`config.mk`:
```
export PLATFORM = sky130hd
export DESIGN_NAME = sar_adc_control_unit
export DESIGN_NICKNAME = d
export VERILOG_FILES = /design/src/verilog/adc_ctrl_pkg.sv /design/src/verilog/sar_adc_control_unit.sv
export VERILOG_INCLUDE_DIRS = /design/src /design/src/verilog
export SDC_FILE = /design/constraint.sdc
export NUM_CORES = 1
export LEC_CHECK = 0
export ABC_AREA = 0
export BUFFER_PORTS_ARGS = -buffer_cell sky130_fd_sc_hd__buf_2
export CORE_ASPECT_RATIO = 1.75
export CORE_MARGIN = 2
export CORE_UTILIZATION = 45
export DETAILED_ROUTE_END_ITERATION = 6
export PLACE_DENSITY = 0.81
export SLEW_MARGIN = 5
export SYNTH_ARGS = -nofsm -noshare
export SYNTH_HDL_FRONTEND = slang
export SYNTH_SLANG_ARGS = --single-unit
```
`constraint.sdc`:
```
create_clock -name clk -period 5.9 [get_ports clk]
set_clock_uncertainty 0.2 [all_clocks]
set_input_delay 0.59 -clock clk [delete_from_list [all_inputs] [get_ports clk]]
set_output_delay 0.59 -clock clk [all_outputs]
set_load 0.05 [all_outputs]
```
`src/verilog/adc_ctrl_map.svh`:
```
/*
 Register offsets, field positions, reset values and timing counts of the
 converter control unit. Assumes inclusion by bare name from the package.
*/
`ifndef ADC_CTRL_MAP_SVH
`define ADC_CTRL_MAP_SVH

// Byte addresses of the 32-bit words on the register bus
`define OFS_RESULT_LOW 5'h00
`define OFS_RESULT_HIGH 5'h04
`define OFS_CONTROL 5'h08
`define OFS_CLOCK_SOURCE 5'h0C
`define OFS_IRQ_STATUS 5'h10
`define OFS_IRQ_MASK 5'h14
`define OFS_SAMPLE_IN 5'h18

// Control register fields
`define CTL_CHAN_LSB 0
`define CTL_DONE_BIT 6
`define CTL_START_BIT 7
`define CTL_PIN_LSB 3
// Clock source register fields
`define CSR_DIV_LSB 0
`define CSR_POWER_OFF_BIT 7

// Reset values
`define CONTROL_RESET 8'h40
`define CLOCK_SOURCE_RESET 8'h80

// Conversion length in conversion clock periods
`define CONV_PERIODS 16
// Half periods of the conversion clock in system clocks, per divide code
`define HALF_DIV2 5'h01
`define HALF_DIV8 5'h04
`define HALF_DIV32 5'h10

`endif

```
`src/verilog/adc_ctrl_pkg.sv`:
```
/*
 Types of the converter control unit. Assumes the map header is on the
 include path.
*/
`include "adc_ctrl_map.svh"

package adc_ctrl_pkg;
    // Sequencer states
    typedef enum logic [1:0] {
        ST_IDLE,
        ST_ARMED,
        ST_CONVERT
    } conv_state_t;

    // Converter control register contents
    typedef struct packed {
        logic start;
        logic done_n;
        logic [2:0] pin_config;
        logic [2:0] channel;
    } control_reg_t;

    // Signals to the analog front end
    typedef struct packed {
        logic power_on;
        logic core_reset;
        logic sample_clk;
        logic [2:0] channel;
        logic [5:0] analog_pin_en;
    } front_end_t;
endpackage : adc_ctrl_pkg

```
`src/verilog/sar_adc_control_unit.sv`:
```
/*
 Control logic of a six-channel 12-bit converter: register file on an
 Avalon-MM slave, start sequencing, conversion clock divider, result latch
 and interrupt. Assumes a converter core that presents a 12-bit value on
 core_result, valid at the end of the sixteenth conversion clock period.
*/
`timescale 1ns/10ps
`default_nettype none

// Summary of operation
// six analog channels, twelve-bit result
// result split high byte, low byte upper nibble
// channel field routes one input to converter
// pin field enables analog pins; 110/111 all
// pin field zero: plain I/O, converter off
// start low-high-low begins one conversion
// start held high resets core, done high
// done flag drops low at conversion end
// conversion end sets interrupt request flag
// software may poll done flag instead
// power-off bit shuts converter down
// converter on: pins nonzero, power-off clear
// divide code 000/001/010 gives 2/8/32
// software keeps conversion period at least 0.5us
// conversion lasts sixteen conversion clock periods
// software pulses start after channel change
// result bytes update with done flag
// start sampled, falling edge after rising starts
module sar_adc_control_unit
    import adc_ctrl_pkg::*;
#(
    parameter int CHANNELS = 6,
    parameter int RES_BITS = 12
) (
    // Clock and reset
    input wire logic clk,
    input wire logic nrst,
    // Avalon-MM slave
    input wire logic [4:0] avs_address,
    input wire logic avs_read,
    input wire logic avs_write,
    input wire logic [31:0] avs_writedata,
    input wire logic [3:0] avs_byteenable,
    output logic [31:0] avs_readdata,
    output logic avs_waitrequest,
    // Converter core
    input wire logic [RES_BITS-1:0] core_result,
    output front_end_t front_end,
    // Interrupt
    output logic irq
);

    ////////////////////////////////////////////////////////////////////////
    // Registers

    logic [7:0] result_high_ff;
    logic [7:0] result_low_ff;
    control_reg_t control_ff;
    logic [7:0] clock_source_ff;
    logic irq_status_ff;
    logic irq_mask_ff;
    conv_state_t state_ff;
    logic [4:0] div_cnt_ff;
    logic sample_clk_ff;
    logic [4:0] period_cnt_ff;
    logic done_event;
    logic tick;
    logic [4:0] half_div;
    logic power_on;
    logic [5:0] pin_en;
    logic wr_acc;
    logic rd_acc;
    logic [31:0] nxt_readdata;
    logic start_ff;
    logic start_prev_ff;
    logic accept_ff;

    // Single-cycle accept: waitrequest drops the cycle after a request
    assign wr_acc = avs_write & accept_ff;
    assign rd_acc = avs_read & accept_ff;

    ////////////////////////////////////////////////////////////////////////
    // Bus handshake

    // One wait state keeps readdata registered with the request held
    always_ff @(posedge clk) begin
        if (!nrst) begin
            accept_ff <= 1'b0;
            avs_waitrequest <= 1'b1;
        end else begin
            accept_ff <= (avs_read | avs_write) & ~accept_ff;
            avs_waitrequest <= ~((avs_read | avs_write) & ~accept_ff);
        end
    end

    // Read multiplexer; unmapped addresses read zero
    always_comb begin
        nxt_readdata = 32'h0000_0000;
        unique case (avs_address)
            `OFS_RESULT_LOW: nxt_readdata[7:0] = result_low_ff;
            `OFS_RESULT_HIGH: nxt_readdata[7:0] = result_high_ff;
            `OFS_CONTROL: nxt_readdata[7:0] = control_ff;
            `OFS_CLOCK_SOURCE: nxt_readdata[7:0] = clock_source_ff;
            `OFS_IRQ_STATUS: nxt_readdata[0] = irq_status_ff;
            `OFS_IRQ_MASK: nxt_readdata[0] = irq_mask_ff;
            `OFS_SAMPLE_IN: nxt_readdata[RES_BITS-1:0] = core_result;
            default: nxt_readdata = 32'h0000_0000;
        endcase
    end

    // Registered read data, valid at the edge waitrequest is low
    always_ff @(posedge clk) begin
        if (!nrst) begin
            avs_readdata <= 32'h0000_0000;
        end else if (avs_read & ~accept_ff) begin
            avs_readdata <= nxt_readdata;
        end
    end

    ////////////////////////////////////////////////////////////////////////
    // Control and clock source registers

    // Software fields; done flag owned by the sequencer below
    always_ff @(posedge clk) begin
        if (!nrst) begin
            control_ff.start <= 1'b0;
            control_ff.pin_config <= 3'h0;
            control_ff.channel <= 3'h0;
            clock_source_ff <= `CLOCK_SOURCE_RESET;
        end else if (wr_acc && avs_byteenable[0]) begin
            if (avs_address == 5'(`OFS_CONTROL)) begin
                control_ff.start <= avs_writedata[`CTL_START_BIT];
                control_ff.pin_config <= avs_writedata[`CTL_PIN_LSB +: 3];
                control_ff.channel <= avs_writedata[`CTL_CHAN_LSB +: 3];
            end
            if (avs_address == 5'(`OFS_CLOCK_SOURCE)) begin
                clock_source_ff <= avs_writedata[7:0];
            end
        end
    end

    ////////////////////////////////////////////////////////////////////////
    // Power and pin sharing

    // Either off condition wins; both are independent
    assign power_on = (control_ff.pin_config != 3'h0) &
                      ~clock_source_ff[`CSR_POWER_OFF_BIT];

    // Codes 1..5 enable that many pins; 6 and 7 enable all six
    always_comb begin
        unique case (control_ff.pin_config)
            3'h0: pin_en = 6'h00;
            3'h1: pin_en = 6'h01;
            3'h2: pin_en = 6'h03;
            3'h3: pin_en = 6'h07;
            3'h4: pin_en = 6'h0F;
            3'h5: pin_en = 6'h1F;
            default: pin_en = 6'h3F;
        endcase
    end

    // Front-end outputs straight from flip-flops
    always_ff @(posedge clk) begin
        if (!nrst) begin
            front_end.power_on <= 1'b0;
            front_end.core_reset <= 1'b1;
            front_end.channel <= 3'h0;
            front_end.analog_pin_en <= 6'h00;
        end else begin
            front_end.power_on <= power_on;
            front_end.core_reset <= control_ff.start | ~power_on;
            front_end.channel <= control_ff.channel;
            front_end.analog_pin_en <= pin_en;
        end
    end
    assign front_end.sample_clk = sample_clk_ff;

    ////////////////////////////////////////////////////////////////////////
    // Conversion clock divider

    // Code 011 and above undefined; treated as divide by 32
    always_comb begin
        unique case (clock_source_ff[`CSR_DIV_LSB +: 3])
            3'h0: half_div = `HALF_DIV2;
            3'h1: half_div = `HALF_DIV8;
            default: half_div = `HALF_DIV32;
        endcase
    end

    // Divider runs only during a conversion so period one is whole;
    // start or power loss stops it at once, in the same edge as the core reset rises
    always_ff @(posedge clk) begin
        if (!nrst || state_ff != ST_CONVERT || control_ff.start || !power_on) begin
            div_cnt_ff <= 5'h00;
            sample_clk_ff <= 1'b0;
        end else if (div_cnt_ff == half_div - 5'h01) begin
            div_cnt_ff <= 5'h00;
            sample_clk_ff <= ~sample_clk_ff;
        end else begin
            div_cnt_ff <= div_cnt_ff + 5'h01;
        end
    end

    // One tick per full conversion clock period (falling edge)
    assign tick = (state_ff == ST_CONVERT) && sample_clk_ff &&
                  (div_cnt_ff == half_div - 5'h01);

    ////////////////////////////////////////////////////////////////////////
    // Start sequencing

    // Start history for edge detection in the system clock domain
    always_ff @(posedge clk) begin
        if (!nrst) begin
            start_ff <= 1'b0;
            start_prev_ff <= 1'b0;
        end else begin
            start_ff <= control_ff.start;
            start_prev_ff <= start_ff;
        end
    end

    // Sequencer: armed on rise, converts on fall, sixteen periods
    always_ff @(posedge clk) begin
        if (!nrst) begin
            state_ff <= ST_IDLE;
            period_cnt_ff <= 5'h00;
        end else begin
            unique case (state_ff)
                ST_IDLE: begin
                    if (start_ff && !start_prev_ff) begin
                        state_ff <= ST_ARMED;
                    end
                end
                ST_ARMED: begin
                    if (!start_ff && start_prev_ff) begin
                        state_ff <= power_on ? ST_CONVERT : ST_IDLE;
                        period_cnt_ff <= 5'h00;
                    end
                end
                ST_CONVERT: begin
                    if (start_ff || !power_on) begin
                        state_ff <= start_ff ? ST_ARMED : ST_IDLE;
                    end else if (tick) begin
                        if (period_cnt_ff == 5'(`CONV_PERIODS - 1)) begin
                            state_ff <= ST_IDLE;
                        end
                        period_cnt_ff <= period_cnt_ff + 5'h01;
                    end
                end
                default: state_ff <= ST_IDLE;
            endcase
        end
    end

    assign done_event = (state_ff == ST_CONVERT) && !start_ff && power_on && tick &&
                        (period_cnt_ff == 5'(`CONV_PERIODS - 1));

    ////////////////////////////////////////////////////////////////////////
    // Done flag and result

    // Done high while start high; low at conversion end
    always_ff @(posedge clk) begin
        if (!nrst) begin
            control_ff.done_n <= 1'(`CONTROL_RESET >> `CTL_DONE_BIT);
        end else if (done_event) begin
            control_ff.done_n <= 1'b0;
        end else if (control_ff.start) begin
            control_ff.done_n <= 1'b1;
        end
    end

    // Both bytes latched in the same edge as the done flag
    always_ff @(posedge clk) begin
        if (!nrst) begin
            result_high_ff <= 8'h00;
            result_low_ff <= 8'h00;
        end else if (done_event) begin
            result_high_ff <= core_result[11:4];
            result_low_ff <= {core_result[3:0], 4'h0};
        end
    end

    ////////////////////////////////////////////////////////////////////////
    // Interrupt

    // Sticky flag, write one to clear; a new event beats the clear
    always_ff @(posedge clk) begin
        if (!nrst) begin
            irq_status_ff <= 1'b0;
            irq_mask_ff <= 1'b0;
        end else begin
            if (done_event) begin
                irq_status_ff <= 1'b1;
            end else if (wr_acc && avs_byteenable[0] &&
                         avs_address == `OFS_IRQ_STATUS && avs_writedata[0]) begin
                irq_status_ff <= 1'b0;
            end
            if (wr_acc && avs_byteenable[0] && avs_address == `OFS_IRQ_MASK) begin
                irq_mask_ff <= avs_writedata[0];
            end
        end
    end

    // Level output, registered; lags the flag by one cycle
    always_ff @(posedge clk) begin
        if (!nrst) begin
            irq <= 1'b0;
        end else begin
            irq <= irq_status_ff & irq_mask_ff;
        end
    end

endmodule : sar_adc_control_unit

`default_nettype wire

```
==> impl_metrics.py, run 1 <==
metrics = {
    "status": {
        "outcome": "completed",
    },
    "synthesis": {
        "postSynthAreaPerCell_um2": 9.32,
        "ys_ff_latch": 71,
        "syn_inst": 334,
        "synth.largest_area_cell": "dfxtp_1",
        "synthFlopType": "dfxtp_1",
        "netlist_top_cells_area": "dfxtp_1 46%, mux2i_1 8.0%, buf_4 5.1%, nor2b_1 4.2%, nand2_1 3.6%",
        "synth.distinct_cells": 48,
        "ys_warn_count": 0,
        "synth_top_area_share_pct": 45.6,
        "synth_area_mm2": 0.00311,
        "synth_edf_count": 0,
        "postSynth.asyncResetShare_pct": 0,
        "ys_seq_area_share_pct": 45.6,
    },
    "placed_design": {
        "place_area_mm2": 0.00333,
        "dp_slack_ps": 2910,
        "io_buffers": 55,
        "gp_congestion": 0.865,
        "dp.final_hpwl_um": 4880,
        "dp_cells": 456,
    },
    "critical_path": {
        "timing.reg2reg.setup_slack_ps": 3570,
        "crit_path_end_kind": "flip-flop",
        "cp_num_cells": 6,
        "crit_arrival_ps": 2700,
        "reg2reg_depth": 5,
        "start_kind": "input pin",
        "critPathRequiredTime_ps": 5860,
        "cp_max_fo": 8,
        "critPathBufInv": 1,
        "slowest_delay_ps": 790,
        "path_cells": "buf_2, nor3_2, and3_1, nor2b_1, mux2i_1, nand2_1",
        "critical_path.top_delay_family": "simple AND/OR/NAND/NOR gates",
        "crit_slowest_cell": "nor2b_1",
        "worstSetupPathType": "in -> reg",
    },
    "cells_and_area": {
        "fillers": 646,
        "finalNonFillerCells": 472,
        "final_nets": 443,
        "regArea_mm2": 0.00142,
        "stdcell_area_mm2": 0.00363,
        "n_antenna_cell": 0,
        "fin_util_pct": 53.4,
        "drive_above_1_share_pct": 22.4,
        "area_growth_pct": 16.7,
        "multi_input_area_mm2": 0.00151,
    },
    "detailed_routing": {
        "drtIter0Drc": 132,
        "wl_per_cell_um": 14.3,
        "viasPerCell": 5.28,
        "firstDrtPassIters": 5,
        "routed_wl_um": 6740,
        "ant_nets": 0,
        "route.vias.total": 2494,
        "drc_errors": 0,
    },
    "timing": {
        "fin_ws_ps": 3160,
        "setup_tns_ps": 0,
        "setup_viol": 0,
        "min_period_ps": 2740,
        "drv_slew": 0,
        "fmax_ghz": 0.365,
        "maxSlewHeadroom_pct": 31.7,
        "rsz0062_at_grt": "false",
        "tightest_slew_ps": 1020,
        "final_hold_viol_count": 0,
        "fin_crit_sh_pct": 46.4,
    },
    "floorplanning": {
        "pin_count": 103,
        "start_util_pct": 45.8,
        "die_w_um": 66.9,
        "coreArea_mm2": 0.00681,
        "dieArea_mm2": 0.00763,
        "rows": 40,
        "die_height_um": 114,
    },
    "clock_network": {
        "clkTransAtPathRegs_ps": 60,
        "clock_sinks": 71,
        "htree_levels": 3,
        "ctsResizeCount": 0,
        "root_buffer": "clkbuf_16",
        "postCtsSetupBuffers": 0,
        "cts_tree": "yes",
        "cts.path.max_buffers": 2,
        "clk_latency_ps": 330,
        "numCtsBuffers": 9,
        "postCtsHoldBufs": 0,
    },
    "run": {
        "maxCapViolations": 0,
    },
    "min_path": {
        "min_path_type": "reg -> reg",
        "hold_depth": 2,
    },
    "power_and_ir_drop": {
        "power.leakage_nw": 1.44,
        "peakVddDrop_v": 0.000264,
        "power_density_mw_per_mm2": 304,
    },
    "global_route": {
        "grt_pass1_wl_um": 10600,
        "grt_pass1_vias": 2307,
        "grt_max_degree": 70,
        "antenna_found_initial": 0,
        "grt.overflow.total": 0,
        "grtUsageTotal_pct": 18.4,
    },
}
-- cells in the final DEF, fill, tap and decap left out, types with 7 or more instances in the layout --
| cell type | n |
|---|---|
| buf_2 | 55 |
| o21ai_1 | 12 |
| clkbuf_16 | 9 |
| and2_1 | 8 |
| nand3_1 | 22 |
| nor2_1 | 11 |
| inv_1 | 7 |
| mux2i_1 | 25 |
| conb_1 | 20 |
| dfxtp_1 | 71 |
| nor2b_1 | 21 |
| o21ai_0 | 16 |
| nand2_1 | 30 |
| a21oi_1 | 10 |
-- stage by stage --
stage	total power, mW	hold slack, ps
global placement	0.577	239
finish	1.10	257
floorplan	0.568	226
CTS	1.11	256
detailed placement	0.578	249
global route	1.13	276
-- synthesized netlist by cell type, drive strengths merged (2+ instances only) --
cell type and n:
clkbuf 9, or3b 2, dfxtp 71, o21ai 28, or3 3, nand3 22
mux2i 25, a21oi 12, o21a 3, o211ai 3, inv 7, xor2 2
and3 5, xnor2 3, nand2 30, nor2b 21, and2 10, ha 3
nor2 11, nand2b 3, a222oi 4, nor3 5, buf 27, a21boi 5
a221oi 6
-- worst paths after layout --
check	endpoint	from
hold reg to reg	result_low_ff[7]	result_low_ff[7]
setup reg to reg	result_high_ff[2]	clock_source_ff[2]
setup / recovery	clock_source_ff[7]	avs_address[4]
hold / removal	result_low_ff[7]	result_low_ff[7]
-- sequential cells by signal, summed over array words and instances (netlist names) --
signal and cells:
avs_readdata 12, front_end 11, clock_source_ff 8, control_ff 8, result_high_ff 8, div_cnt_ff 5
period_cnt_ff 5, result_low_ff 4, state_ff 2, accept_ff 1, avs_waitrequest 1, irq 1
irq_mask_ff 1, irq_status_ff 1, sample_clk_ff 1, start_ff 1, start_prev_ff 1
-- kinds of logic after synthesis --
group / share of synthesized area, %
buffers and inverters: 8.28
other: 0.120
AO/OA/AOI/OAI: 13.2
flip-flops: 45.6
multiplexers: 8.40
XOR/XNOR: 1.41
AND/OR/NAND/NOR: 21.8
adder cells (fa/ha/maj): 1.21
-- final cells by class --
| class | instances | area share, % |
|---|---|---|
| multi-input cells | 239 | 41.5 |
| flip-flops and latches | 71 | 39.1 |
| repair buffers | 55 | 7.58 |
| clock buffers | 10 | 6.58 |
| well taps | 84 | 2.89 |
| clock inverters | 6 | 1.65 |
| inverters | 7 | 0.723 |
-- metal layers --
| layer | GRT usage (%) | part of all wire [%] | vias up |
|---|---|---|---|
| met5 | 0 | 0 | - |
| met4 | 8.98 | 3.2 | 0 |
| met3 | 5.80 | 6.1 | 16 |
| met2 | 30.9 | 52 | 89 |
| met1 | 20.6 | 39 | 1167 |
| li1 | - | - | 1222 |
-- worst reg2reg max path, delay by kind of cell (launching register included) --
kind	cells	cell delay, ps
DFF	1	360
AOI/OAI and AO/OA	2	270
and+or+nand+nor	3	1350
-- power by group --
part | total (mW) | leakage (nW) | switching (mW) | internal (mW)
clock network | 0.535 | 0.144 | 0.199 | 0.336
logic | 0.0828 | 0.722 | 0.0652 | 0.0176
registers | 0.485 | 0.573 | 0.00190 | 0.483
total | 1.10 | 1.44 | 0.266 | 0.837
(Power assumes the default switching activity.)
==> run 2, diff against run 1 <==
--- a/config.mk
+++ b/config.mk
@@ -12,7 +12,7 @@
 export CORE_MARGIN = 2
 export CORE_UTILIZATION = 45
 export DETAILED_ROUTE_END_ITERATION = 6
-export PLACE_DENSITY = 0.81
+export PLACE_DENSITY = 0.84
 export SLEW_MARGIN = 5
 export SYNTH_ARGS = -nofsm -noshare
 export SYNTH_HDL_FRONTEND = slang
==> constraint.sdc (replaced) <==
create_clock -name clk -period 2.4 [get_ports clk]
set_clock_uncertainty 0.2 [all_clocks]
set_input_delay 0.24 -clock clk [delete_from_list [all_inputs] [get_ports clk]]
set_output_delay 0.24 -clock clk [all_outputs]
set_load 0.05 [all_outputs]
==> run 2 against run 1 <==
Non-clock buffer count is 20 higher. First-iteration DRC count shrank 1.5%. Critical endpoint is now period_cnt_ff[4]. Clock power grew to 2.7 times the previous value. Highest routed layer unchanged. Total power rose to 2.6 times the previous value. Sequential cell count unchanged. Sequential share of layout area is 2.1 points lower. Count of clock-buffer cells in the layout grew 3. Critical path depth down 2.
==> impl_metrics.py, run 2 (synthesis results as in run 1) <==
metrics = {
    "min_path": {
        "min_to": "result_low_ff[4]",
        "hold_depth": 3,
        "hold_start": "core_result[0]",
        "min_path_type": "in -> reg",
    },
    "detailed_routing": {
        "routed_wl_um": 7170,
        "wl_per_cell_um": 14.6,
        "ant_nets": 0,
        "viasPerCell": 5.31,
        "drc_errors": 0,
        "drtIter0Drc": 130,
        "route.vias.total": 2613,
        "firstDrtPassIters": 4,
    },
    "clock_network": {
        "cts.path.max_buffers": 2,
        "htree_levels": 3,
        "clk_latency_ps": 320,
        "clkTransAtPathRegs_ps": 50,
        "cts_tree": "yes",
        "numCtsBuffers": 9,
        "root_buffer": "clkbuf_16",
        "postCtsSetupBuffers": 0,
        "clock_sinks": 71,
    },
    "cells_and_area": {
        "final_nets": 463,
        "drive_above_1_share_pct": 22.8,
        "top_register": "avs_readdata",
        "n_antenna_cell": 0,
        "fin_util_pct": 56.4,
        "largest_registers": "avs_readdata (12), front_end (11)",
        "largest_register_ffs": 12,
        "area_growth_pct": 23.3,
        "final_common_cell": "dfxtp_1",
        "most-common-layout-cells": "71 x dfxtp_1, 55 x buf_2, 30 x nand2_1",
    },
    "floorplanning": {
        "start_util_pct": 45.8,
        "pin_count": 103,
        "dieArea_mm2": 0.00763,
        "rows": 40,
        "die_height_um": 114,
        "die_w_um": 66.9,
        "coreArea_mm2": 0.00681,
    },
    "timing": {
        "setup_tns_ps": 0,
        "tightest_slew_ps": 636,
        "fin_crit_sh_pct": 87.8,
        "drv_slew": 0,
        "maxSlewHeadroom_pct": 57.1,
        "fmax_ghz": 0.474,
        "min_period_ps": 2110,
        "setup_viol": 0,
        "final_hold_viol_count": 0,
        "rsz0062_at_grt": "false",
    },
    "global_route": {
        "antenna_found_initial": 0,
        "grt_pass1_vias": 2550,
        "grtUsageTotal_pct": 19.9,
        "grt_max_degree": 69,
        "grt_pass1_wl_um": 11500,
        "grt.overflow.total": 0,
    },
    "critical_path": {
        "crit_path_end_kind": "flip-flop",
        "start_kind": "flip-flop",
        "r2r-end": "period_cnt_ff[4]",
        "critPathBufInv": 0,
        "slowest_delay_ps": 600,
        "crit_slowest_cell": "o41ai_1",
        "cp_num_cells": 4,
        "path_cells": "nor3_2, o41ai_1, o21ai_0, a221oi_1",
        "worstSetupPathType": "reg -> reg",
        "critical_path.top_delay_family": "compound AO/OA/AOI/OAI gates",
        "cp_max_fo": 5,
        "crit_arrival_ps": 2120,
        "critPathRequiredTime_ps": 2420,
        "reg2reg_depth": 4,
        "worstReg2RegStart": "control_ff[3]",
        "timing.reg2reg.setup_slack_ps": 290,
    },
    "status": {
        "outcome": "completed",
    },
    "power_and_ir_drop": {
        "peakVddDrop_v": 0.000516,
        "power_density_mw_per_mm2": 740,
        "power.leakage_nw": 1.55,
        "finalPower_mw": 2.84,
    },
    "placed_design": {
        "gp_congestion": 0.817,
        "dp.final_hpwl_um": 5150,
        "io_buffers": 55,
    },
    "run": {
        "maxCapViolations": 0,
    },
}
-- run 2: cell types whose count changed in the layout (fill, tap and decap cells not counted), sizes merged --
cell / delta
dlygate4sd3: +12
clkinv: -2
clkbuf: +3
bufinv: +1
clkinvlp: -2
buf: +8
-- run 2: worst max path at each step --
stage                                  start                to  slack (ps)
after CTS                      control_ff[3]  period_cnt_ff[4]         310
after detailed placement       control_ff[3]  period_cnt_ff[4]         350
after global placement         control_ff[3]  period_cnt_ff[3]         390
after global routing           control_ff[4]  period_cnt_ff[3]          80
after floorplan           clock_source_ff[1]     control_ff[6]         530
final                          control_ff[3]  period_cnt_ff[4]         290
-- run 2: stage by stage --
stage,hold slack [ps],instance area [um2],worst slack [ps],instances
5_1_grt,15.6,3840,77.2,492
3_5_place_dp,249,3390,349,464
6_report,2.69,3840,292,492
4_1_cts,4.59,3840,310,492
2_1_floorplan,168,3190,527,353
3_3_place_gp,238,3390,387,464
-- run 2: worst register-to-register path, cell delays in order (launching register included) --
cell and delay [ps]:
dfxtp_1 450, nor3_2 110, o41ai_1 600, o21ai_0 270, a221oi_1 370
-- run 2: power by group --
group	internal [mW]	total (mW)	switching, mW
Clock	0.965	1.42	0.458
Sequential	1.19	1.19	0.00435
Combinational	0.0602	0.224	0.164
-- run 2: metal layers --
layer  vias up  track usage (%)  wire length (um)
met2        99             36.2              3870
met5         -                0                 0
li1       1275                -                 -
met4         0             9.93               276
met3        22             4.03               364
met1      1217             20.9              2660
-- run 2: final cells by class --
class | count | area (um2)
fill | 590 | 2970
multi-input combinational | 239 | 1510
sequential | 71 | 1420
timing repair buffer | 75 | 455
clock buffer | 13 | 260
tap | 84 | 105
clock inverter | 3 | 65.1
inverter | 7 | 26.3
-- run 2: repair_timing --
item,CTS,global route
hold endpoints to repair,14,0
hold buffers,12,0
resized for setup,0,0
==> run 3, diff against run 2 <==
--- a/config.mk
+++ b/config.mk
@@ -12,7 +12,8 @@
 export CORE_MARGIN = 2
 export CORE_UTILIZATION = 45
 export DETAILED_ROUTE_END_ITERATION = 6
-export PLACE_DENSITY = 0.84
+export HOLD_SLACK_MARGIN = 0.1
+export PLACE_DENSITY = 0.81
 export SLEW_MARGIN = 5
 export SYNTH_ARGS = -nofsm -noshare
 export SYNTH_HDL_FRONTEND = slang
==> constraint.sdc (replaced) <==
create_clock -name clk -period 2.3 [get_ports clk]
set_clock_uncertainty 0.2 [all_clocks]
set_input_delay 0.23 -clock clk [delete_from_list [all_inputs] [get_ports clk]]
set_output_delay 0.23 -clock clk [all_outputs]
set_load 0.05 [all_outputs]
==> run 3 against run 2 <==
Hold slack improved by 120 ps. Clock power decreased by 6%. Combinational power increased by 10%. Critical path depth increased by 2. Design area increased by 2.3%. Count of clock-buffer cells in the layout decreased by 2. Non-clock buffer count increased by 13. Critical endpoint is now period_cnt_ff[3].
==> impl_metrics.py, run 3 (synthesis results as in run 1) <==
metrics = {
    "cells_and_area": {
        "area_growth_pct": 26.2,
        "largest_register_ffs": 12,
        "final_nets": 476,
        "n_antenna_cell": 0,
        "finalNonFillerCells": 505,
        "top_register": "avs_readdata",
        "most-common-layout-cells": "71 x dfxtp_1, 55 x buf_2, 30 x nand2_1",
        "drive_above_1_share_pct": 22.8,
        "largest_registers": "avs_readdata (12), front_end (11)",
        "fillers": 590,
        "final_common_cell": "dfxtp_1",
    },
    "global_route": {
        "grt_util_met1_pct": 21.5,
        "met3_usage_pct": 4.42,
        "grt_max_degree": 69,
        "antenna_found_initial": 0,
        "grt_pass1_vias": 2613,
        "grtUsageTotal_pct": 19.9,
        "grt.overflow.total": 0,
        "grt_pass1_wl_um": 11500,
        "grt_use_met2_pct": 34.8,
        "busiest_layer": "met2",
    },
    "timing": {
        "min_period_ps": 2110,
        "tightest_slew_ps": 563,
        "final_hold_viol_count": 0,
        "setup_viol": 0,
        "rsz0062_at_grt": "false",
        "fmax_ghz": 0.474,
        "fin_ws_ps": 190,
        "maxSlewHeadroom_pct": 62.5,
        "fin_crit_sh_pct": 91.7,
        "drv_slew": 0,
        "setup_tns_ps": 0,
    },
    "clock_network": {
        "root_buffer": "clkbuf_16",
        "numCtsBuffers": 9,
        "postCtsSetupBuffers": 0,
        "cts_tree": "yes",
        "htree_levels": 3,
        "clock_sinks": 71,
        "ctsResizeCount": 0,
        "clkTransAtPathRegs_ps": 60,
        "cts.path.max_buffers": 2,
        "postCtsHoldBufs": 22,
        "clk_latency_ps": 330,
    },
    "detailed_routing": {
        "ant_nets": 0,
        "drc_errors": 0,
        "drtIter0Drc": 127,
        "wl_per_cell_um": 13.8,
        "viasPerCell": 5.17,
        "routed_wl_um": 6950,
        "firstDrtPassIters": 5,
        "route.vias.total": 2610,
    },
    "placed_design": {
        "dp_slack_ps": 240,
        "io_buffers": 55,
        "dp_cells": 467,
        "gp_congestion": 0.856,
        "dp.final_hpwl_um": 4980,
    },
    "critical_path": {
        "path_cells": "or4bb_1, o41ai_1, buf_4, nand4_1, or3_1, a21oi_1",
        "worstSetupPathType": "reg -> reg",
        "crit_path_end_kind": "flip-flop",
        "cp_max_fo": 4,
        "start_kind": "flip-flop",
        "critPathBufInv": 1,
        "crit_arrival_ps": 2160,
        "critPathRequiredTime_ps": 2350,
        "slowest_delay_ps": 550,
        "crit_slowest_cell": "or4bb_1",
        "critical_path.top_delay_family": "simple AND/OR/NAND/NOR gates",
    },
    "run": {
        "maxCapViolations": 0,
    },
    "power_and_ir_drop": {
        "peakVddDrop_v": 0.000594,
        "power_density_mw_per_mm2": 720,
        "power.leakage_nw": 1.58,
    },
    "status": {
        "outcome": "completed",
    },
    "floorplanning": {
        "rows": 40,
        "die_height_um": 114,
        "pin_count": 103,
        "dieArea_mm2": 0.00763,
        "coreArea_mm2": 0.00681,
        "start_util_pct": 45.8,
        "die_w_um": 66.9,
    },
    "min_path": {
        "min_path_type": "in -> reg",
    },
}
==> run 3: cell types whose count changed in the layout (fill, tap and decap cells not counted) <==
cell           change
clkinvlp_4         +2
buf_4              +3
clkbuf_8           -2
clkinv_4           +1
bufinv_16          -1
dlygate4sd3_1     +10
==> run 3: worst paths after layout <==
check	from	to	slack (ps)	cells past startpoint
min reg2reg	result_low_ff[7]	result_low_ff[7]	260	2
min	nrst	front_end[11]	120	3
max reg2reg	start_prev_ff	period_cnt_ff[3]	190	6
max	start_prev_ff	period_cnt_ff[3]	190	6
==> run 3: routing by layer <==
layer	wire (um)	part of all wire [%]
met1	2640	38
met4	199	2.9
met5	0	0
met3	411	5.9
met2	3700	53
==> run 3: final cells by class <==
cell class / instances / area (um2) / share of cell area, %
clock buffer: 11 / 233 / 5.92
sequential: 71 / 1420 / 36.2
inverter: 7 / 26.3 / 0.669
tap: 84 / 105 / 2.68
multi-input combinational: 239 / 1510 / 38.3
timing repair buffer: 88 / 578 / 14.7
clock inverter: 5 / 58.8 / 1.50
==> run 3: metrics by stage <==
step                      util (%)  hold WS, ps  cell area (um2)  total power [mW]
after floorplan                  -          158             3190              1.46
after global placement        50.2          239             3420              1.48
after detailed placement      50.2          250             3420              1.49
after CTS                     57.7          110             3930              2.85
after global routing          57.7          121             3930              2.91
final                         57.7          121             3930              2.83
==> run 3: worst min-delay path, stage by stage <==
cell	delay (ps)
buf_2	110
or3b_4	240
inv_1	30
==> run 3: report_power, final <==
group	switching [mW]	internal (mW)	leakage [nW]
combinational	0.173	0.0739	0.870
clock	0.498	0.839	0.136
sequential	0.00476	1.24	0.573
total	0.676	2.15	1.58
